**src/verilog/sync_cfg.svh**
```systemverilog
/*
  Offsets, field positions, reset values and timing counts of the sync
  processor. Assumes it is included by bare name from the design files.
*/
`ifndef SYNC_CFG_SVH
`define SYNC_CFG_SVH

// ----------------------------------------------------------------
// Register offsets
// ----------------------------------------------------------------
`define OFS_SEPARATION   2'h0
`define OFS_CLAMP_POL    2'h1
`define OFS_DETECTION    2'h2
`define OFS_PORT_READ    2'h3

// ----------------------------------------------------------------
// Field positions
// ----------------------------------------------------------------
`define B0_SRC_SEL       7
`define B0_BLANK_EN      6
`define B0_VOS           5
`define B1_CLAMP_HI      7
`define B1_CLAMP_LO      6
`define B1_PORCH         5
`define B1_CLAMP_POL     4
`define B1_V_INV         3
`define B1_H_INV         2
`define B2_FSYNC_SEL     5
`define B2_PSEUDO_DIS    4
`define B2_OUT_DIS       3
`define B2_SOG           2
`define B2_LATCH_CHG     1
`define B2_VDD_SEL       0
`define REG_RESET        8'h00

// ----------------------------------------------------------------
// Counts
// ----------------------------------------------------------------
`define SEP_MAX          5'h1F
`define SEP_MIN          5'h00
`define FSYNC_DIV3_LAST  2'h2
`define FSYNC_DIV2_LAST  2'h1
`define CLAMP_W1         4'h2
`define CLAMP_W2         4'h4
`define CLAMP_W3         4'h8
`define POL_WIN_LAST     4'hF
`define POL_HALF         5'h08
`define SOG_LAST         6'h3F
`define TIMER_DIV        1000
`define PSEUDO_H_PERIOD  6400
`define PSEUDO_H_WIDTH   760
`define PSEUDO_V_LINES   525
`define PSEUDO_V_WIDTH   2

`endif

```
**src/verilog/sync_pkg.sv**
```systemverilog
/*
  Types of the sync processor: its whole state as one packed struct.
  Assumes channel 0 is horizontal, 1 vertical, 2 composite.
*/
package sync_pkg;

  typedef struct packed {
    logic            src_sel;
    logic            blank_en;
    logic            vertical_out_source;
    logic [1:0]      clamp_sel;
    logic            porch;
    logic            clamp_pol;
    logic            v_inv;
    logic            h_inv;
    logic [1:0]      pol;
    logic            unmixed;
    logic            fsync_sel;
    logic            pseudo_dis;
    logic            out_dis;
    logic            green_channel_sync;
    logic            latch_chg;
    logic            vdd_sel;
    logic [4:0]      sep_cnt;
    logic            sep_q;
    logic [1:0]      prescale;
    logic [2:0][2:0] syn;
    logic [2:0]      filt;
    logic            sel_prev;
    logic [3:0]      clamp_cnt;
    logic [15:0]     tmr;
    logic [3:0]      win;
    logic [1:0][4:0] hi_cnt;
    logic [5:0]      sog_cnt;
    logic            c_prev;
    logic [15:0]     ph_cnt;
    logic [15:0]     pv_cnt;
    logic            hsync_o;
    logic            vsync_o;
    logic            clamp_o;
    logic [7:0]      rdata;
  } state_type;

endpackage

```
**src/verilog/video_sync_processor.sv**
```systemverilog
/*
  Sync processor of a monitor controller: input select, vertical sync
  separation, clamp pulse, output invert/inhibit, pseudo sync, polarity,
  unmixed-hsync and sync-on-green detection, behind a plain register port.
  Assumes clk_sys is the oscillator clock and sync pins are asynchronous.
*/
`timescale 1ns/100ps
`include "sync_cfg.svh"

// Notes on behaviour
// RL1 - Select bit 0 routes separate hsync input, 1 routes composite input.
// RL2 - Blanking on in composite mode blanks hsync while vsync is extracted.
// RL3 - Vsync out from vsync pin when select 0, from counter latch when 1.
// RL4 - Counter counts up on high samples, down on low, saturating both ends.
// RL5 - Latch goes high at all ones, low at all zeros, holds in between.
// RL6 - Low five bits of the first control register read the counter.
// RL7 - Clamp field 00 inhibits, else pulse of two, four or eight base widths.
// RL8 - Clamp starts after hsync rising edge if porch 0, falling if 1.
// RL9 - Clamp polarity 0 gives active-low pulse, 1 active-high.
// RL10 - Vertical invert bit inverts vsync output when set.
// RL11 - Horizontal invert bit inverts hsync output when set.
// RL12 - Polarity of hsync and vsync found over 16 interval-timer ticks.
// RL13 - Unmixed flag 1 in plain hsync periods, 0 when mixed; read clears. Code holds it 0 while vsync select is 0.
// RL14 - Sampling clock is oscillator over 3 when bit 0, over 2 when 1.
// RL15 - Pseudo-sync disable 0 makes positive pseudo syncs; 1 normal bypass.
// RL16 - Output disable 1 forces sync outputs low.
// RL17 - Green-sync flag shows sync-on-green; writing 0 clears its counter.
// RL18 - Latch-change flag sets on latch change, stays until written 0.
// RL19 - Sync-on-green decided after 64 composite input edges.
// RL20 - All sync pins synchronised before the counters sample them.
module video_sync_processor #(
  parameter int TIMER_DIV       = `TIMER_DIV,
  parameter int PSEUDO_H_PERIOD = `PSEUDO_H_PERIOD,
  parameter int PSEUDO_H_WIDTH  = `PSEUDO_H_WIDTH,
  parameter int PSEUDO_V_LINES  = `PSEUDO_V_LINES,
  parameter int PSEUDO_V_WIDTH  = `PSEUDO_V_WIDTH
) (
  input  wire logic       clk_sys,
  input  wire logic       arst_n,
  input  wire logic [1:0] reg_addr,
  input  wire logic [7:0] reg_wdata,
  input  wire logic       reg_wr,
  input  wire logic       reg_rd,
  output logic      [7:0] reg_rdata,
  input  wire logic       hsync_in,
  input  wire logic       vsync_in,
  input  wire logic       csync_in,
  output logic            hsync_out,
  output logic            vsync_out,
  output logic            clamp_out
);

  localparam logic [15:0] TMR_LAST = 16'(TIMER_DIV - 1);
  localparam logic [15:0] PH_LAST  = 16'(PSEUDO_H_PERIOD - 1);
  localparam logic [15:0] PH_W     = 16'(PSEUDO_H_WIDTH);
  localparam logic [15:0] PV_LAST  = 16'(PSEUDO_V_LINES - 1);
  localparam logic [15:0] PV_W     = 16'(PSEUDO_V_WIDTH);

  sync_pkg::state_type s_q;
  sync_pkg::state_type s_d;

  logic       sel_h;
  logic       samp_tick;
  logic       tmr_tick;
  logic       clamp_start;
  logic       c_edge;
  logic       h_path;
  logic       v_path;
  logic [4:0] tot;
  logic       wr0;
  logic       wr1;
  logic       wr2;

  // ----------------------------------------------------------------
  // Next state
  // ----------------------------------------------------------------
  always_comb begin
    s_d = s_q;
    wr0 = reg_wr && (reg_addr == `OFS_SEPARATION);
    wr1 = reg_wr && (reg_addr == `OFS_CLAMP_POL);
    wr2 = reg_wr && (reg_addr == `OFS_DETECTION);

    // Three-stage chain, level accepted once the last two agree
    for (int ch = 0; ch < 3; ch++) begin
      s_d.syn[ch] = {s_q.syn[ch][1:0], (ch == 0) ? hsync_in :
                     (ch == 1) ? vsync_in : csync_in};                     // RL20
      if (s_q.syn[ch][1] == s_q.syn[ch][2]) begin
        s_d.filt[ch] = s_q.syn[ch][2];                                     // RL20
      end
    end

    sel_h = s_q.src_sel ? s_q.filt[2] : s_q.filt[0];                     // RL1
    s_d.sel_prev = sel_h;

    // Sampling clock prescaler
    samp_tick = (s_q.prescale ==
                 (s_q.fsync_sel ? `FSYNC_DIV2_LAST : `FSYNC_DIV3_LAST));   // RL14
    s_d.prescale = samp_tick ? 2'h0 : s_q.prescale + 2'h1;

    if (samp_tick) begin
      if (sel_h && (s_q.sep_cnt != `SEP_MAX)) begin
        s_d.sep_cnt = s_q.sep_cnt + 5'h01;                                // RL4
      end else if (!sel_h && (s_q.sep_cnt != `SEP_MIN)) begin
        s_d.sep_cnt = s_q.sep_cnt - 5'h01;                                // RL4
      end
    end
    if (s_d.sep_cnt == `SEP_MAX) begin
      s_d.sep_q = 1'b1;                                                   // RL5
    end else if (s_d.sep_cnt == `SEP_MIN) begin
      s_d.sep_q = 1'b0;                                                   // RL5
    end

    // Clamp one-shot; a new edge reloads so the pulse never runs short
    clamp_start = s_q.porch ? (s_q.sel_prev && !sel_h)
                            : (!s_q.sel_prev && sel_h);                   // RL8
    if (clamp_start && (s_q.clamp_sel != 2'h0)) begin
      unique case (s_q.clamp_sel)
        2'h1:    s_d.clamp_cnt = `CLAMP_W1;                               // RL7
        2'h2:    s_d.clamp_cnt = `CLAMP_W2;                               // RL7
        default: s_d.clamp_cnt = `CLAMP_W3;                               // RL7
      endcase
    end else if (s_q.clamp_cnt != 4'h0) begin
      s_d.clamp_cnt = s_q.clamp_cnt - 4'h1;
    end

    // Polarity: mostly-low line carries positive pulses
    tmr_tick = (s_q.tmr == TMR_LAST);
    s_d.tmr = tmr_tick ? 16'h0000 : s_q.tmr + 16'h0001;
    tot = 5'h00;
    if (tmr_tick) begin
      s_d.win = s_q.win + 4'h1;
      for (int ch = 0; ch < 2; ch++) begin
        tot = s_q.hi_cnt[ch] + {4'h0, s_q.filt[ch]};
        if (s_q.win == `POL_WIN_LAST) begin
          s_d.pol[ch] = (tot < `POL_HALF);                                // RL12
          s_d.hi_cnt[ch] = 5'h00;
        end else begin
          s_d.hi_cnt[ch] = tot;                                           // RL12
        end
      end
    end

    // Sync-on-green edge counter
    c_edge = s_q.filt[2] ^ s_q.c_prev;
    s_d.c_prev = s_q.filt[2];
    if (wr2 && !reg_wdata[`B2_SOG]) begin
      s_d.sog_cnt = 6'h00;                                                // RL17
      s_d.green_channel_sync = 1'b0;                                                     // RL17
    end
    if (c_edge) begin
      if (s_d.sog_cnt == `SOG_LAST) begin
        s_d.green_channel_sync = 1'b1;                                                   // RL19
      end else begin
        s_d.sog_cnt = s_d.sog_cnt + 6'h01;                                // RL19
      end
    end

    // Unmixed hsync flag; a read clears it until the next plain period
    if (reg_rd && (reg_addr == `OFS_DETECTION)) begin
      s_d.unmixed = 1'b0;                                                 // RL13
    end
    if (!s_q.vertical_out_source || s_q.sep_q) begin
      s_d.unmixed = 1'b0;                                                 // RL13
    end else if (!s_q.sel_prev && sel_h) begin
      s_d.unmixed = 1'b1;                                                 // RL13
    end

    // Latch-change flag, set beats the clearing write
    if (wr2 && !reg_wdata[`B2_LATCH_CHG]) begin
      s_d.latch_chg = 1'b0;
    end
    if (s_d.sep_q != s_q.sep_q) begin
      s_d.latch_chg = 1'b1;                                               // RL18
    end

    // Pseudo sync generator, positive polarity only
    s_d.ph_cnt = (s_q.ph_cnt == PH_LAST) ? 16'h0000 : s_q.ph_cnt + 16'h0001;
    if (s_q.ph_cnt == PH_LAST) begin
      s_d.pv_cnt = (s_q.pv_cnt == PV_LAST) ? 16'h0000 : s_q.pv_cnt + 16'h0001;
    end

    // Output path
    h_path = (s_q.blank_en && s_q.vertical_out_source && s_q.sep_q) ? 1'b0 : sel_h;      // RL2
    v_path = s_q.vertical_out_source ? s_q.sep_q : s_q.filt[1];                           // RL3
    if (!s_q.pseudo_dis) begin
      h_path = (s_q.ph_cnt < PH_W);                                       // RL15
      v_path = (s_q.pv_cnt < PV_W);                                       // RL15
    end
    h_path = h_path ^ s_q.h_inv;                                          // RL11
    v_path = v_path ^ s_q.v_inv;                                          // RL10
    s_d.hsync_o = s_q.out_dis ? 1'b0 : h_path;                            // RL16
    s_d.vsync_o = s_q.out_dis ? 1'b0 : v_path;                            // RL16
    s_d.clamp_o = (s_q.clamp_cnt != 4'h0) ~^ s_q.clamp_pol;               // RL9

    // Register writes
    if (wr0) begin
      s_d.src_sel  = reg_wdata[`B0_SRC_SEL];
      s_d.blank_en = reg_wdata[`B0_BLANK_EN];
      s_d.vertical_out_source      = reg_wdata[`B0_VOS];
    end
    if (wr1) begin
      s_d.clamp_sel = reg_wdata[`B1_CLAMP_HI:`B1_CLAMP_LO];
      s_d.porch     = reg_wdata[`B1_PORCH];
      s_d.clamp_pol = reg_wdata[`B1_CLAMP_POL];
      s_d.v_inv     = reg_wdata[`B1_V_INV];
      s_d.h_inv     = reg_wdata[`B1_H_INV];
    end
    if (wr2) begin
      s_d.fsync_sel  = reg_wdata[`B2_FSYNC_SEL];
      s_d.pseudo_dis = reg_wdata[`B2_PSEUDO_DIS];
      s_d.out_dis    = reg_wdata[`B2_OUT_DIS];
      s_d.vdd_sel    = reg_wdata[`B2_VDD_SEL];
    end

    // Read data stands for the one cycle after the strobe
    s_d.rdata = 8'h00;
    if (reg_rd) begin
      unique case (reg_addr)
        `OFS_SEPARATION: s_d.rdata = {s_q.src_sel, s_q.blank_en, s_q.vertical_out_source,
                                      s_q.sep_cnt};                       // RL6
        `OFS_CLAMP_POL:  s_d.rdata = {s_q.clamp_sel, s_q.porch, s_q.clamp_pol,
                                      s_q.v_inv, s_q.h_inv, s_q.pol[1],
                                      s_q.pol[0]};
        `OFS_DETECTION:  s_d.rdata = {s_q.unmixed, 1'b0, s_q.fsync_sel,
                                      s_q.pseudo_dis, s_q.out_dis, s_q.green_channel_sync,
                                      s_q.latch_chg, s_q.vdd_sel};
        `OFS_PORT_READ:  s_d.rdata = {4'h0, s_q.vsync_o, s_q.hsync_o,
                                      s_q.filt[1], s_q.filt[0]};
      endcase
    end
  end

  // ----------------------------------------------------------------
  // State register
  // ----------------------------------------------------------------
  always_ff @(posedge clk_sys or negedge arst_n) begin
    if (!arst_n) begin
      s_q <= '0;
      s_q.clamp_o <= 1'b1;
    end else begin
      s_q <= s_d;
    end
  end

  assign reg_rdata = s_q.rdata;
  assign hsync_out = s_q.hsync_o;
  assign vsync_out = s_q.vsync_o;
  assign clamp_out = s_q.clamp_o;

  // ----------------------------------------------------------------
  // Checks
  // ----------------------------------------------------------------
  sep_count_up_a: assert property ( // RL4
    @(posedge clk_sys) disable iff (!arst_n)
    (samp_tick && sel_h && s_q.sep_cnt != `SEP_MAX)
      |=> s_q.sep_cnt == $past(s_q.sep_cnt) + 5'h01)
    else $error("separation counter did not count up");

  sep_count_sat_a: assert property ( // RL4
    @(posedge clk_sys) disable iff (!arst_n)
    (s_q.sep_cnt == `SEP_MAX && sel_h) |=> s_q.sep_cnt == `SEP_MAX)
    else $error("separation counter left all ones on a high sample");

  latch_level_a: assert property ( // RL5
    @(posedge clk_sys) disable iff (!arst_n)
    (s_q.sep_cnt == `SEP_MAX |-> s_q.sep_q) and
    (s_q.sep_cnt == `SEP_MIN |-> !s_q.sep_q))
    else $error("latch disagrees with counter end value");

  latch_flag_a: assert property ( // RL18
    @(posedge clk_sys) disable iff (!arst_n)
    $changed(s_q.sep_q) |-> s_q.latch_chg)
    else $error("latch change not flagged");

  count_read_a: assert property ( // RL6
    @(posedge clk_sys) disable iff (!arst_n)
    (reg_rd && reg_addr == `OFS_SEPARATION)
      |=> reg_rdata[4:0] == $past(s_q.sep_cnt))
    else $error("counter value not returned on read");

  clamp_wide_a: assert property ( // RL7
    @(posedge clk_sys) disable iff (!arst_n)
    (clamp_start && s_q.clamp_sel == 2'h3) |=> (s_q.clamp_cnt != 4'h0) [*8])
    else $error("widest clamp pulse cut short");

  clamp_off_a: assert property ( // RL9
    @(posedge clk_sys) disable iff (!arst_n)
    (s_q.clamp_sel == 2'h0 && s_q.clamp_cnt == 4'h0) |=> clamp_out == !$past(s_q.clamp_pol))
    else $error("inhibited clamp not at idle level");

  out_inhibit_a: assert property ( // RL16
    @(posedge clk_sys) disable iff (!arst_n)
    s_q.out_dis |=> (!hsync_out && !vsync_out))
    else $error("sync outputs not low while inhibited");

  sog_detect_a: assert property ( // RL19
    @(posedge clk_sys) disable iff (!arst_n)
    (c_edge && s_q.sog_cnt == `SOG_LAST && !(wr2 && !reg_wdata[`B2_SOG])) |=> s_q.green_channel_sync)
    else $error("green sync not flagged after last edge");

  sep_count_down_a: assert property ( // RL4
    @(posedge clk_sys) disable iff (!arst_n)
    (samp_tick && !sel_h && s_q.sep_cnt != `SEP_MIN)
      |=> s_q.sep_cnt == $past(s_q.sep_cnt) - 5'h01)
    else $error("separation counter did not count down");

  sep_floor_a: assert property ( // RL4
    @(posedge clk_sys) disable iff (!arst_n)
    (s_q.sep_cnt == `SEP_MIN && !sel_h) |=> s_q.sep_cnt == `SEP_MIN)
    else $error("separation counter left all zeros on a low sample");

  h_pin_route_a: assert property ( // RL1
    @(posedge clk_sys) disable iff (!arst_n)
    (s_q.pseudo_dis && !s_q.out_dis && !s_q.h_inv && !s_q.blank_en && !s_q.src_sel)
      |=> hsync_out == $past(s_q.filt[0]))
    else $error("separate hsync input not routed");

  c_pin_route_a: assert property ( // RL1
    @(posedge clk_sys) disable iff (!arst_n)
    (s_q.pseudo_dis && !s_q.out_dis && !s_q.h_inv && !s_q.blank_en && s_q.src_sel)
      |=> hsync_out == $past(s_q.filt[2]))
    else $error("composite input not routed");

  v_latch_route_a: assert property ( // RL3
    @(posedge clk_sys) disable iff (!arst_n)
    (s_q.pseudo_dis && !s_q.out_dis && !s_q.v_inv && s_q.vertical_out_source)
      |=> vsync_out == $past(s_q.sep_q))
    else $error("separated vsync not routed");

  v_pin_route_a: assert property ( // RL3
    @(posedge clk_sys) disable iff (!arst_n)
    (s_q.pseudo_dis && !s_q.out_dis && !s_q.v_inv && !s_q.vertical_out_source)
      |=> vsync_out == $past(s_q.filt[1]))
    else $error("vsync input not routed");

  h_blank_a: assert property ( // RL2
    @(posedge clk_sys) disable iff (!arst_n)
    (s_q.pseudo_dis && !s_q.out_dis && !s_q.h_inv && s_q.blank_en && s_q.vertical_out_source && s_q.sep_q)
      |=> !hsync_out)
    else $error("hsync not blanked during extraction");

  h_invert_a: assert property ( // RL11
    @(posedge clk_sys) disable iff (!arst_n)
    (s_q.pseudo_dis && !s_q.out_dis && s_q.h_inv && !s_q.blank_en && !s_q.src_sel)
      |=> hsync_out == !$past(s_q.filt[0]))
    else $error("hsync output not inverted");

  clamp_active_a: assert property ( // RL9
    @(posedge clk_sys) disable iff (!arst_n)
    (s_q.clamp_cnt != 4'h0) |=> clamp_out == $past(s_q.clamp_pol))
    else $error("active clamp at wrong level");

  porch_front_a: assert property ( // RL8
    @(posedge clk_sys) disable iff (!arst_n)
    (!s_q.porch && !s_q.sel_prev && sel_h && s_q.clamp_sel != 2'h0) |=> s_q.clamp_cnt != 4'h0)
    else $error("clamp not started on rising sync");

  porch_back_a: assert property ( // RL8
    @(posedge clk_sys) disable iff (!arst_n)
    (s_q.porch && s_q.sel_prev && !sel_h && s_q.clamp_sel != 2'h0) |=> s_q.clamp_cnt != 4'h0)
    else $error("clamp not started on falling sync");

  latch_keep_a: assert property ( // RL18
    @(posedge clk_sys) disable iff (!arst_n)
    (s_q.latch_chg && !(wr2 && !reg_wdata[`B2_LATCH_CHG])) |=> s_q.latch_chg)
    else $error("latch change flag dropped without a write");

  mixed_clear_a: assert property ( // RL13
    @(posedge clk_sys) disable iff (!arst_n)
    s_q.sep_q |=> !s_q.unmixed)
    else $error("unmixed flag set in a mixed period");

  sog_clear_a: assert property ( // RL17
    @(posedge clk_sys) disable iff (!arst_n)
    (wr2 && !reg_wdata[`B2_SOG] && !c_edge) |=> (s_q.sog_cnt == 6'h00 && !s_q.green_channel_sync))
    else $error("green sync counter not cleared");

endmodule

```
**config.mk**
```make
export PLATFORM = sky130hd
export DESIGN_NAME = video_sync_processor
export DESIGN_NICKNAME = d
export VERILOG_FILES = /design/src/verilog/sync_pkg.sv /design/src/verilog/video_sync_processor.sv
export VERILOG_INCLUDE_DIRS = /design/src /design/src/verilog
export SDC_FILE = /design/constraint.sdc
export NUM_CORES = 1
export LEC_CHECK = 0
export ABC_AREA = 1
export CAP_MARGIN = 0
export CORE_MARGIN = 2
export CORE_UTILIZATION = 30
export CTS_BUF_LIST = sky130_fd_sc_hd__clkbuf_8 sky130_fd_sc_hd__clkbuf_16
export CTS_CLUSTER_SIZE = 28
export DETAILED_ROUTE_END_ITERATION = 7
export DONT_BUFFER_PORTS = 1
export PLACE_DENSITY = 0.44
export SETUP_SLACK_MARGIN = 0.3
export SYNTH_ARGS = -nofsm -noshare
export SYNTH_HDL_FRONTEND = slang
export SYNTH_SLANG_ARGS = --single-unit
```
**constraint.sdc**
```tcl
create_clock -name clk_sys -period 2.5 [get_ports clk_sys]
set_input_delay 0 -clock clk_sys [delete_from_list [all_inputs] [get_ports clk_sys]]
set_output_delay 0 -clock clk_sys [all_outputs]
set_load 0.01 [all_outputs]
```
Word level (Yosys, flattened, before mapping) --
Cells that the tools add are included.
Storage, ports and cells: bits in registers 123, input bits 17, output and inout bits 11, word-level logic and storage cells 139
Operators by class: $add $sub $neg 11, order comparisons 4, equality and inequality tests 17, multiplexer cells 36, bitwise logic cells 4, reductions and logical operators 28
Operators by type and width (count):
- adder 16 x 1 -> 16 bit (second input constant) | 3
- 2-to-1 mux 16 bit | 3
- == test 16 x 10 -> 1 bit (second input constant) | 2
- case mux 8 bit (4 select lines) | 1
- 2-to-1 mux 5 bit | 5
- 2-to-1 mux 1 bit | 18
- 2-to-1 mux 6 bit | 3
- == test 16 x 13 -> 1 bit (second input constant) | 1
- < comparator 16 x 10 -> 1 bit (second input constant) | 1
- < comparator 16 x 2 -> 1 bit (second input constant) | 1
- logical AND 1 bit | 13
- adder 5 x 1 -> 5 bit | 2
- < comparator 5 x 4 -> 1 bit (second input constant) | 2
- 2-to-1 mux 4 bit | 2
- 2-to-1 mux 8 bit | 1
- case mux 4 bit (2 select lines) | 1
- adder 6 x 1 -> 6 bit (second input constant) | 1
- == test 2 bit (second input constant) | 3
- == test 6 bit (second input constant) | 1
- nonzero test 2 bit | 3
- adder 5 x 1 -> 5 bit (second input constant) | 1
- == test 5 bit (second input constant) | 1
- logical NOT 1 bit | 5
- logical NOT 5 bit | 1
- 19 further kinds | 25

Longest topological paths before layout --
Gate-level depths: netlist of run 1.
depth in word-level cells 11, gate-level depth with buffers 17, depth with buffers taken out 17

Least setup slack after synthesis of run 1 --
No wires, ideal clock.
kind register to register, start register s_q[100] in the netlist's numbering, end register s_q[106] in the netlist's numbering, setup time 121 ps, arrival 1733 ps, data required time 2379 ps, setup slack 647 ps, stages on the path, launching flop included 17, buffers on the path 0, period minus slack after synthesis 1853 ps, cell sequence dfrtp_1 -> ha_1 -> nand2_1 -> nor2_1 -> ha_1 -> inv_1 -> nand3_2 -> nand2_2 -> nand2_2 -> nor2_2 -> nand2_1 -> nand2_1 -> nor2_1 -> nand2_1 -> nand2_1 -> nand2_1 -> nand2_1
RTL lines:
- start, declared | RTL line video_sync_processor.sv:59 | sync_pkg::state_type s_q;

Final worst setup path of run 1 --
start register s_q[100] in the netlist's numbering, end register s_q[106] in the netlist's numbering
Between the ends: cells in the longest elaborated chain, start to end 10, elaborated cells between the ends (all ways) 16, classes of those cells 2 x add/sub; 3 x eq/ne; 6 x mux; 5 x reduce/logical
RTL lines:
- branches (longest 4 deep; another with subtractor 5 x 1 -> 5 bit)
- 2-to-1 mux 5 bit * | RTL line video_sync_processor.sv:100 | if (samp_tick) begin
- logical NOT 5 bit (no line)
- 2-to-1 mux 1 bit | RTL line video_sync_processor.sv:109 | end else if (s_d.sep_cnt == `SEP_MIN) begin
- 2-to-1 mux 1 bit * | RTL line video_sync_processor.sv:107 | if (s_d.sep_cnt == `SEP_MAX) begin
- != test 1 bit * | RTL line video_sync_processor.sv:172 | if (s_d.sep_q != s_q.sep_q) begin
- 2-to-1 mux 1 bit or nonzero test 2 bit (tied branches)
Every way passes the cells marked *. A chain may end at the register's enable or synchronous reset.

==> reports/metrics.csv, run 1 <==
stage;metric;value;unit
route;final wirelength;12800;um
placement;# port buffers;0;
yosys;Post-Syn Instances;712;
run;max_cap viols;0;
final_layout;Diodes inserted;0;
yosys;#FFs+latches synth;123;
final_layout;layout cells sized above 1;0.0925;
critical_path;Reg2Reg Setup Slack;510;ps
clock_network;Root Buffer;clkbuf_16;
clock_network;Bufs on Longest Clock Path;2;
route;ANT nets after route;0;
final_layout;Syn-to-layout area delta;18.7;%
yosys;top cell type by total area after synthesis;dfrtp_1;
yosys;Syn Area/Cell;8.53;um^2
sta;Hold Fails Final Rpt;123;
clock_network;clock slew at reported path FFs;60;ps
power_and_ir_drop;Seq pwr share;0.412;
yosys;Yosys cell types;41;
floorplan;die height;146;um
sta;Final Setup Violations;0;
clock_network;TritonCTS clock tree;built;
run_status;failing checks;hold timing;
route;via count;4592;
sta;Hold Slack;-721;ps
route;DR iter-0 viols;170;
global_routing;first-pass GRT wire length;22300;um
clock_network;Clk Latency, worst-skew pair;410;ps
floorplan;die width;146;um
route;WL per Instance;12.4;um
clock_network;Sinks on Clock Net;123;
critical_path;Worst EP required;2800;ps
placement;post-placement setup slack;440;ps
yosys;synth top area cells;dfrtp_1 (50%), nand2_1 (9.6%), inv_1 (6.3%);
critical_path;worst reg2reg path depth;16;
floorplan;num ports;28;
final_layout;Final Non-Filler Cells;1027;
yosys;Cell Area, Synth;6070;um^2
placement;Cells after DPL;972;
final_layout;Fill cells;2088;
yosys;post-synth top area share;0.503;
floorplan;full die area;21400;um^2
placement;DP HPWL;8990;um
sta;minimum clock period;1990;ps
clock_network;Num CTS Buffers;17;
power_and_ir_drop;Max rail drop VDD;439;uV
route;Pre-antenna DRT Iters;4;
sta;Max Clock Freq;0.503;GHz
sta;Period Utilization, post-route;0.795;
critical_path;CP Class;flop to flop;
power_and_ir_drop;power share of the clock group;0.425;
clock_network;number of hold buffers added after cts;23;
yosys;net count after synthesis;746;
power_and_ir_drop;Leak;3.42;nW
critical_path;Most Frequent Cell on Critical Path;nand2_1;
critical_path;maximum fanout along the worst path;6;
yosys;ys flop type;dfrtp_1;
sta;worst clock skew;8.42;ps
final_layout;final net count;778;
power_and_ir_drop;sw frac;0.282;
clock_network;H-tree levels;4;
power_and_ir_drop;Internal;4.22;mW
critical_path;slowest cell delay on critical path;430;ps
power_and_ir_drop;PD cells;815;nW/um^2
critical_path;Worst Setup End Kind;flop;
global_routing;largest net degree at the start of global routing;124;
global_routing;overall routing resource usage;0.129;
yosys;synth warn;0;
min_path;Hold Path Class;input port to asynchronous set/reset pin;
power_and_ir_drop;Logic pwr share;0.163;
route;Residual DRC;0;
sta;setup tns final;0;ps
yosys;async set-reset flop share out of synthesis;1.00;
sta;Slew HR;0.545;
critical_path;Critical Path Slowest Stage Cell;dfrtp_2;
sta;Worst Tran Pin Value;681;ps
critical_path;Critical Path AT;2290;ps
global_routing;overflow left after global routing;0;
global_routing;initial antenna violation count;0;
yosys;Post-synth EDFFs;0;
critical_path;crit path cell chain;ha_1, nand2_1, nor2_1, ha_1, inv_2, nand3_4, nand2_4, nand2_2, nand2_1, nand2_1, nand2_1, nor2_1, nand2_1, nand2_1, nand2_1, nand2_1;
floorplan;Starting Density;0.303;
floorplan;core area;20000;um^2
sta;RSZ-0062 raised after global routing;no;
sta;final critical-path setup slack;512;ps
global_routing;vias in the first global route;4619;
placement;gpl congestion;0.807;
sta;Max Slew Vio Count;0;
critical_path;reg2reg end;s_q[106];
yosys;sequential area share after synthesis;0.507;
route;Via-to-Cell Ratio;4.47;
critical_path;critical path startpoint category;flop;
floorplan;Rows;52;
power_and_ir_drop;Sw Pwr;1.65;mW
critical_path;reg-to-reg critical path startpoint;s_q[100];
run_status;outcome;finished, violations left;
-- final cells by class --
class / instances / area (um^2) / share of cell area
clock inverter: 13 / 150 / 0.0208
multi-input combinational: 469 / 2530 / 0.352
sequential: 123 / 3080 / 0.428
clock buffer: 19 / 453 / 0.0629
timing repair buffer: 25 / 245 / 0.0340
tap: 270 / 338 / 0.0469
inverter: 108 / 405 / 0.0563
-- routing by layer --
layer / global-route usage / share of wire
met2: 0.208 / 0.46
met5: 0 / 0
met4: 0.0500 / 0.011
met1: 0.166 / 0.49
met3: 0.0328 / 0.041
-- registers in the layout, indices dropped and copies added (netlist names) --
register,cells
vsync_out,1
s_d,7
reg_rdata,8
clamp_out,1
hsync_out,1
s_q,105
-- worst max-delay path: cells and delay by family, from the launching register on --
kind | cells | cell delay, ps
buf+inv | 1 | 90
simple gates | 13 | 970
fa+ha+maj | 2 | 410
flops | 1 | 430
-- cells in the final DEF, fill, tap and decap left out, types with 2 or more instances in the layout --
cell type / instances
o21ai_0: 42
nor2_1: 67
a221oi_1: 2
o21ai_1: 4
a21oi_1: 18
nand4_1: 7
inv_1: 102
nor3_1: 20
inv_2: 7
o211ai_1: 2
nand2_4: 2
nand2_2: 6
nor4_1: 4
clkinvlp_4: 3
nor2_4: 8
o21a_1: 2
clkbuf_8: 2
nand3_2: 3
dlygate4sd3_1: 23
clkinv_2: 5
nand2_1: 155
xnor2_1: 6
dfrtp_1: 121
ha_1: 17
o21ai_2: 2
maj3_1: 3
xor2_1: 25
nand3_1: 50
clkbuf_16: 17
nor4_2: 2
buf_4: 2
a31oi_1: 8
nor3b_1: 2
or2_2: 2
bufinv_16: 3
-- stage by stage --
stage	power, mW	area (um^2)	util	hold WS [ps]
CTS	5.94	7180	0.358	-745
floorplan	3.14	6070	-	-296
finish	5.87	7200	0.360	-721
global placement	3.33	6340	0.317	-290
detailed placement	3.34	6340	0.317	-291
global route	6.21	7200	0.360	-747
-- timing repair --
action | in CTS | in global routing
endpoints found under the hold margin | 155 | 123
resized for setup | 0 | 6
setup endpoints to repair | 0 | 2
buffers inserted | 0 | 0
-- power by group through the flow --
stage	Combinational [mW]	Clock [mW]	Sequential, mW
final	0.958	2.49	2.42
after global routing	1.10	2.66	2.46
after CTS	0.945	2.58	2.42
after detailed placement	0.888	0	2.45
after global placement	0.873	0	2.45
after floorplan	0.755	0	2.38
-- cells in the mapped netlist (7+ instances only) --
cell,number
nand2_1,155
o21ai_0,42
nand2_2,7
buf_4,8
nor2_4,7
xor2_1,26
dfrtp_1,122
nand4_1,7
inv_1,102
nor3_1,20
nor2_1,67
ha_1,17
nand3_1,50
a31oi_1,8
a21oi_1,18
-- cells by family after synthesis --
kind of cell / after synthesis / synth area share
XOR/XNOR: 32 / 0.0462
multiplexers: 1 / 0.00185
AO/OA/AOI/OAI: 85 / 0.0783
buffers and inverters: 120 / 0.0798
AND/OR/NAND/NOR: 331 / 0.247
adder cells (fa/ha/maj): 20 / 0.0400
flip-flops: 123 / 0.507
-- worst max path at each step --
stage | startpoint | end | slack [ps] | cells past startpoint
3_3_place_gp | s_q[100] | s_q[106] | 500 | 16
4_1_cts | s_q[100] | s_q[106] | 440 | 14
5_1_grt | s_q[100] | s_q[106] | 310 | 16
6_report | s_q[100] | s_q[106] | 510 | 16
3_5_place_dp | s_q[100] | s_q[106] | 440 | 16
2_1_floorplan | s_q[100] | s_q[106] | 650 | 16
No activity file was read; power rests on OpenSTA's default activity.
==> inputs of run 2 (changes only) <==
--- a/config.mk
+++ b/config.mk
@@ -14,7 +14,7 @@
 export CTS_CLUSTER_SIZE = 28
 export DETAILED_ROUTE_END_ITERATION = 7
 export DONT_BUFFER_PORTS = 1
-export PLACE_DENSITY = 0.44
+export PLACE_DENSITY = 0.45
 export SETUP_SLACK_MARGIN = 0.3
 export SYNTH_ARGS = -nofsm -noshare
 export SYNTH_HDL_FRONTEND = slang
==> constraint.sdc (replaced) <==
create_clock -name clk_sys -period 1.7 [get_ports clk_sys]
set_input_delay 0 -clock clk_sys [delete_from_list [all_inputs] [get_ports clk_sys]]
set_output_delay 0 -clock clk_sys [all_outputs]
set_load 0.01 [all_outputs]
==> run 2 against run 1 <==
  * The flow finishes with violations (hold timing, setup timing)
  * Combinational power rose by 140%
  * Hold slack improved by 3.0 ps
  * Die area did not move
  * Via count rose by 14%
  * Largest cell class is now multi-input combinational cells
  * Largest power group unchanged
  * Final cell count rose by 12%
  * Sequential share of layout area fell by 9.7 points
  * Flip-flop and latch count did not move
  * Utilization rose by 11 points
  * Critical endpoint unchanged
  * Power rose by 59%
  * Clock power rose by 42%
  * Sequential power rose by 45%
==> reports/metrics.csv, run 2 (synthesis gave the netlist of run 1 again) <==
stage;metric;value;unit;change
clock_network;TritonCTS clock tree;built;;unchanged
power_and_ir_drop;Final Power;9.32;mW;was 5.87 mW
clock_network;clock slew at reported path FFs;60;ps;about the same
critical_path;CP Class;flop to flop;;unchanged
min_path;Hold Path Class;input port to asynchronous set/reset pin;;unchanged
clock_network;Bufs on Longest Clock Path;2;;unchanged
final_layout;Biggest register;s_q;;unchanged
critical_path;reg2reg end;s_q[106];;unchanged
final_layout;Largest register FFs;105;;unchanged
global_routing;largest net degree at the start of global routing;124;;unchanged
placement;post-placement setup slack;-155;ps;was 440 ps
final_layout;final core utilization;0.465;;was 0.360
sta;worst clock skew;7.40;ps;was 8.42 ps
sta;Max Clock Freq;0.536;GHz;was 0.503 GHz
clock_network;H-tree levels;4;;unchanged
global_routing;overflow left after global routing;0;;unchanged
final_layout;post-route cell area;9320;um^2;was 7200 um^2
route;DR iter-0 viols;284;;was 170
sta;setup tns final;-676;ps;was 0 ps
floorplan;Rows;52;;unchanged
sta;Period Utilization, post-route;1.10;;was 0.795
final_layout;layout cells sized above 1;0.439;;was 0.0925
placement;gpl congestion;0.854;;was 0.807
final_layout;commonest non-fill, non-tap cell in the layout;dfrtp_1;;was nand2_1
floorplan;die width;146;um;unchanged
critical_path;reg-to-reg critical path startpoint;s_q[101];;was s_q[100]
run;max_cap viols;0;;unchanged
clock_network;Num CTS Buffers;17;;unchanged
critical_path;Critical Path AT;2180;ps;was 2290 ps
global_routing;first-pass GRT wire length;25600;um;was 22300 um
route;Via-to-Cell Ratio;4.55;;was 4.47
final_layout;Fill cells;1909;;was 2088
critical_path;maximum fanout along the worst path;6;;unchanged
global_routing;overall routing resource usage;0.148;;was 0.129
run_status;outcome;finished, violations left;;unchanged
route;Residual DRC;0;;unchanged
final_layout;commonest cells after routing, fill and taps aside;dfrtp_1 (117), nand2_1 (103), buf_4 (89), inv_1 (81), nand2_2 (39);;was nand2_1 (155), dfrtp_1 (121), inv_1 (102), nor2_1 (67), nand3_1 (50)
power_and_ir_drop;Max rail drop VDD;683;uV;was 439 uV
floorplan;core area;20000;um^2;unchanged
route;ANT nets after route;0;;unchanged
critical_path;worst reg2reg path depth;14;;was 16
sta;minimum clock period;1870;ps;was 1990 ps
floorplan;die height;146;um;unchanged
sta;Hold Fails Final Rpt;123;;unchanged
sta;final critical-path setup slack;-167;ps;was 512 ps
global_routing;initial antenna violation count;1;;was 0
critical_path;Reg2Reg Setup Slack;-170;ps;was 510 ps
route;WL per Instance;13.9;um;was 12.4 um
global_routing;vias in the first global route;5249;;was 4619
clock_network;number of hold buffers added after cts;16;;was 23
sta;Worst Tran Pin Value;433;ps;was 681 ps
placement;DP HPWL;9720;um;was 8990 um
floorplan;num ports;28;;unchanged
route;via count;5231;;was 4592
route;Pre-antenna DRT Iters;4;;unchanged
final_layout;Final Non-Filler Cells;1150;;was 1027
critical_path;Worst EP required;2010;ps;was 2800 ps
floorplan;Starting Density;0.303;;unchanged
clock_network;Clk Latency, worst-skew pair;420;ps;was 410 ps
final_layout;final net count;902;;was 778
clock_network;Root Buffer;clkbuf_16;;unchanged
power_and_ir_drop;Leak;4.44;nW;was 3.42 nW
critical_path;Worst Setup End Kind;flop;;unchanged
placement;Cells after DPL;1019;;was 972
sta;Hold Slack;-718;ps;was -721 ps
sta;Max Slew Vio Count;0;;unchanged
sta;RSZ-0062 raised after global routing;yes;;was no
clock_network;Sinks on Clock Net;123;;unchanged
route;final wirelength;16000;um;was 12800 um
placement;# port buffers;0;;unchanged
final_layout;Syn-to-layout area delta;53.5;%;was 18.7%
sta;Final Setup Violations;13;;was 0
floorplan;full die area;21400;um^2;unchanged
placement;area post-placement;6780;um^2;was 6340 um^2
sta;Slew HR;0.710;;was 0.545
run_status;failing checks;hold timing, setup timing;;was hold timing
critical_path;critical path startpoint category;flop;;unchanged
power_and_ir_drop;PD cells;1000;nW/um^2;was 815 nW/um^2
-- run 2: cell types whose count changed in the layout (fill, tap and decap cells not counted), sizes merged --
cell / before / now
buf: 2 / 132
dlygate4sd3: 23 / 13
clkbuf: 19 / 24
clkinv: 6 / 2
bufinv: 3 / 1
dlymetal6s4s: 0 / 2
diode: 0 / 1
dlymetal6s2s: 0 / 1
-- run 2: worst max-delay path, cell delays in order (launching register included) --
cell and delay (ps):
dfrtp_1 380, ha_2 200, nand2_1 60, nor2_1 40, ha_2 170, inv_2 90, nand3_4 130, nand2_4 130
nand2_8 90, xor2_4 170, nor2_1 70, nand2_1 80, nand2_2 50, nand2_1 60, nand2_1 50
-- run 2: final cells by class --
class / count / area (um^2) / share of cell area
multi-input combinational: 469 / 3530 / 0.379
sequential: 123 / 3090 / 0.331
timing repair buffer: 148 / 1340 / 0.144
clock buffer: 24 / 522 / 0.0560
inverter: 108 / 425 / 0.0456
tap: 270 / 338 / 0.0362
clock inverter: 6 / 61.3 / 0.00658
timing repair inverter: 1 / 11.3 / 0.00121
antenna: 1 / 2.50 / 0.000268
-- run 2: metal layers --
layer	track usage	part of all wire
met4	0.0544	0.017
met3	0.0322	0.036
met1	0.192	0.45
met5	0	0
met2	0.244	0.50
-- run 2: how the worst max path moves through the flow --
stage	startpoint	endpoint	slack, ps
after floorplan	s_q[100]	s_q[106]	-20
after global placement	s_q[27]	s_q[22]	-70
after detailed placement	s_q[100]	s_q[106]	-150
after CTS	s_q[100]	s_q[106]	-120
after global routing	s_q[101]	s_q[106]	-280
final	s_q[101]	s_q[106]	-170
-- run 2: timing repair --
item,4_1_cts,5_1_grt
setup endpoints to repair,78,82
hold endpoints to repair,154,123
gates cloned,1,0
pin swaps,59,69
gates resized for setup,180,136
setup buffers,49,34
-- run 2: power by group --
| group | internal, mW | leakage, nW | switching, mW |
|---|---|---|---|
| clock network | 2.26 | 0.284 | 1.27 |
| registers | 3.27 | 1.59 | 0.256 |
| logic | 1.03 | 2.57 | 1.24 |
| total | 6.56 | 4.44 | 2.76 |
==> inputs of run 3 (changes only) <==
--- a/config.mk
+++ b/config.mk
@@ -14,7 +14,7 @@
 export CTS_CLUSTER_SIZE = 28
 export DETAILED_ROUTE_END_ITERATION = 7
 export DONT_BUFFER_PORTS = 1
-export PLACE_DENSITY = 0.45
+export PLACE_DENSITY = 0.44
 export SETUP_SLACK_MARGIN = 0.3
 export SYNTH_ARGS = -nofsm -noshare
 export SYNTH_HDL_FRONTEND = slang
==> constraint.sdc (replaced) <==
create_clock -name clk_sys -period 2.25 [get_ports clk_sys]
set_input_delay 0 -clock clk_sys [delete_from_list [all_inputs] [get_ports clk_sys]]
set_output_delay 0 -clock clk_sys [all_outputs]
set_load 0.01 [all_outputs]
==> run 3 against run 2 <==
  * The flow finishes with violations (hold timing)
  * Power fell by 27%
  * Hold slack got worse by 1.8 ps
  * Flip-flop and latch count did not move
  * First-iteration DRC count fell by 8.1%
  * Largest cell class is now registers
  * Count of clock-buffer cells in the layout fell by 1
  * Critical path type unchanged
==> reports/metrics.csv, run 3 (synthesis gave the netlist of run 1 again) <==
stage;metric;value;unit;change
run_status;outcome;finished, violations left;;unchanged
run_status;failing checks;hold timing;;was hold timing, setup timing
route;Pre-antenna DRT Iters;7;;was 4
final_layout;Diodes inserted;0;;was 1
clock_network;Sinks on Clock Net;123;;unchanged
route;DR iter-0 viols;261;;was 284
route;via count;4675;;was 5231
critical_path;Worst EP required;2550;ps;was 2010 ps
sta;RSZ-0062 raised after global routing;yes;;unchanged
critical_path;crit-path leading delay family;simple AND/OR/NAND/NOR gates;;unchanged
critical_path;Most Frequent Cell on Critical Path;nand2_1;;unchanged
global_routing;met1 Usage GRT;0.179;;was 0.192
sta;Hold Fails Final Rpt;123;;unchanged
placement;DP HPWL;9120;um;was 9720 um
final_layout;final net count;790;;was 902
placement;# port buffers;0;;unchanged
clock_network;TritonCTS clock tree;built;;unchanged
critical_path;Reg2Reg Setup Slack;380;ps;was -170 ps
sta;setup tns final;0;ps;was -676 ps
critical_path;Worst Setup End Kind;flop;;unchanged
critical_path;maximum fanout along the worst path;6;;unchanged
global_routing;GR peak layer;met2;;unchanged
route;WL per Instance;12.7;um;was 13.9 um
critical_path;critical path depth;16;;was 14
power_and_ir_drop;Max rail drop VDD;470;uV;was 683 uV
floorplan;full die area;21400;um^2;unchanged
route;Residual DRC;0;;unchanged
critical_path;critical path startpoint category;flop;;unchanged
floorplan;Rows;52;;unchanged
sta;Period Utilization, post-route;0.830;;was 1.10
clock_network;Num CTS Buffers;17;;unchanged
sta;Max Clock Freq;0.536;GHz;about the same
clock_network;number of hold buffers added after cts;20;;was 16
sta;Final Setup Violations;0;;was 13
final_layout;Biggest register;s_q;;unchanged
sta;minimum clock period;1870;ps;about the same
sta;Hold Slack;-720;ps;was -718 ps
floorplan;num ports;28;;unchanged
floorplan;die width;146;um;unchanged
route;final wirelength;13200;um;was 16000 um
global_routing;initial antenna violation count;0;;was 1
critical_path;crit path cell chain;ha_2, nand2_1, nor2_1, ha_2, inv_2, nand3_4, nand2_4, nand2_8, nor2_4, nand2_1, nand2_1, nor2_1, nand2_1, nand2_1, nand2_1, nand2_1;;was ha_2, nand2_1, nor2_1, ha_2, inv_2, nand3_4, nand2_4, nand2_8, xor2_4, nor2_1, nand2_1, nand2_2, nand2_1, nand2_1
sta;Worst Tran Pin Value;511;ps;was 433 ps
clock_network;Bufs on Longest Clock Path;2;;unchanged
global_routing;overall routing resource usage;0.131;;was 0.148
clock_network;clock slew at reported path FFs;60;ps;about the same
final_layout;post-route cell area;7440;um^2;was 9320 um^2
min_path;Hold Path Class;input port to asynchronous set/reset pin;;unchanged
route;ANT nets after route;0;;unchanged
final_layout;Syn-to-layout area delta;22.5;%;was 53.5%
power_and_ir_drop;Leak;3.50;nW;was 4.44 nW
critical_path;Critical Path AT;2170;ps;was 2180 ps
critical_path;slowest cell delay on critical path;390;ps;was 380 ps
floorplan;Starting Density;0.303;;unchanged
clock_network;Root Buffer;clkbuf_16;;unchanged
clock_network;Clk Latency, worst-skew pair;410;ps;was 420 ps
floorplan;core area;20000;um^2;unchanged
run;max_cap viols;0;;unchanged
global_routing;GR Util met3;0.0378;;was 0.0322
critical_path;reg2reg end;s_q[106];;unchanged
critical_path;reg-to-reg critical path startpoint;s_q[101];;unchanged
critical_path;Critical path buffers and inverters;1;;unchanged
power_and_ir_drop;PD cells;912;nW/um^2;was 1000 nW/um^2
clock_network;H-tree levels;4;;unchanged
placement;area post-placement;6350;um^2;was 6780 um^2
route;Via-to-Cell Ratio;4.50;;was 4.55
placement;gpl congestion;0.804;;was 0.854
global_routing;overflow left after global routing;0;;unchanged
critical_path;worst reg2reg path depth;16;;was 14
critical_path;CP Class;flop to flop;;unchanged
critical_path;Critical Path Slowest Stage Cell;dfrtp_1;;unchanged
final_layout;Largest register FFs;105;;unchanged
final_layout;layout cells sized above 1;0.132;;was 0.439
sta;worst clock skew;7.95;ps;was 7.40 ps
sta;Max Slew Vio Count;0;;unchanged
global_routing;vias in the first global route;4619;;was 5249
global_routing;first-pass GRT wire length;22700;um;was 25600 um
global_routing;largest net degree at the start of global routing;124;;unchanged
global_routing;met2 usage;0.206;;was 0.244
sta;Slew HR;0.657;;was 0.710
floorplan;die height;146;um;unchanged
final_layout;commonest cells after routing, fill and taps aside;nand2_1 (150), dfrtp_1 (122), inv_1 (99), nor2_1 (64), nand3_1 (48);;was dfrtp_1 (117), nand2_1 (103), buf_4 (89), inv_1 (81), nand2_2 (39)
final_layout;commonest non-fill, non-tap cell in the layout;nand2_1;;was dfrtp_1
==> run 3: changes by cell type in the layout (fill, tap and decap cells not counted), moves of 15 or more <==
cell,delta
inv_1,+18
nor2_4,-19
nand2_2,-30
nand2_4,-15
o21ai_0,+18
nor2_1,+29
buf_6,-38
nand3_1,+23
buf_4,-73
nand3_2,-19
nand2_1,+47
inv_2,-15
==> run 3: worst max path at each step <==
stage	from	endpoint	slack, ps
detailed placement	s_q[100]	s_q[106]	200
global route	s_q[101]	s_q[106]	210
CTS	s_q[100]	s_q[106]	310
global placement	s_q[100]	s_q[106]	250
floorplan	s_q[100]	s_q[106]	400
finish	s_q[101]	s_q[106]	380
==> run 3: metal layers <==
layer	up-vias	wire length, um	part of all wire
li1	2361	-	-
met1	2237	6480	0.49
met2	66	6120	0.46
met3	11	484	0.037
met4	0	125	0.0095
met5	-	0	0
==> run 3: timing repair <==
item | CTS | global route
hold endpoints to repair | 155 | 123
buffers inserted | 2 | 12
pin swaps | 2 | 14
endpoints found under the setup margin | 2 | 24
gates cloned | 0 | 0
gates resized for setup | 3 | 30
==> run 3: cell type report <==
class,instances,area (um^2)
clock buffer,23,508
clock inverter,8,114
fill,2083,12600
inverter,108,409
multi-input combinational,469,2650
sequential,123,3080
tap,270,338
timing repair buffer,37,343
==> run 3: power breakdown <==
part	internal [mW]	leakage (nW)	switching, mW
Sequential	2.47	1.60	0.221
Clock	1.90	0.316	0.959
Combinational	0.508	1.59	0.722
Total	4.88	3.50	1.90
==> run 3: per-stage QoR <==
stage | utilization | total power, mW | cells | setup slack, ps | hold slack [ps]
2_1_floorplan | - | 3.49 | 712 | 397 | -296
6_report | 0.371 | 6.78 | 1038 | 383 | -720
5_1_grt | 0.371 | 7.16 | 1038 | 215 | -748
3_3_place_gp | 0.317 | 3.70 | 973 | 251 | -290
3_5_place_dp | 0.317 | 3.73 | 973 | 197 | -292
4_1_cts | 0.359 | 6.72 | 1026 | 307 | -741
==> run 3: worst register-to-register path, cell delays in order (launching register included) <==
cell     delay (ps)
dfrtp_1         390
ha_2            190
nand2_1          60
nor2_1           40
ha_2            170
inv_2            80
nand3_4         110
nand2_4         140
nand2_8          80
nor2_4          100
nand2_1          50
nand2_1          60
nor2_1           40
nand2_1          70
nand2_1          50
nand2_1          70
nand2_1          50
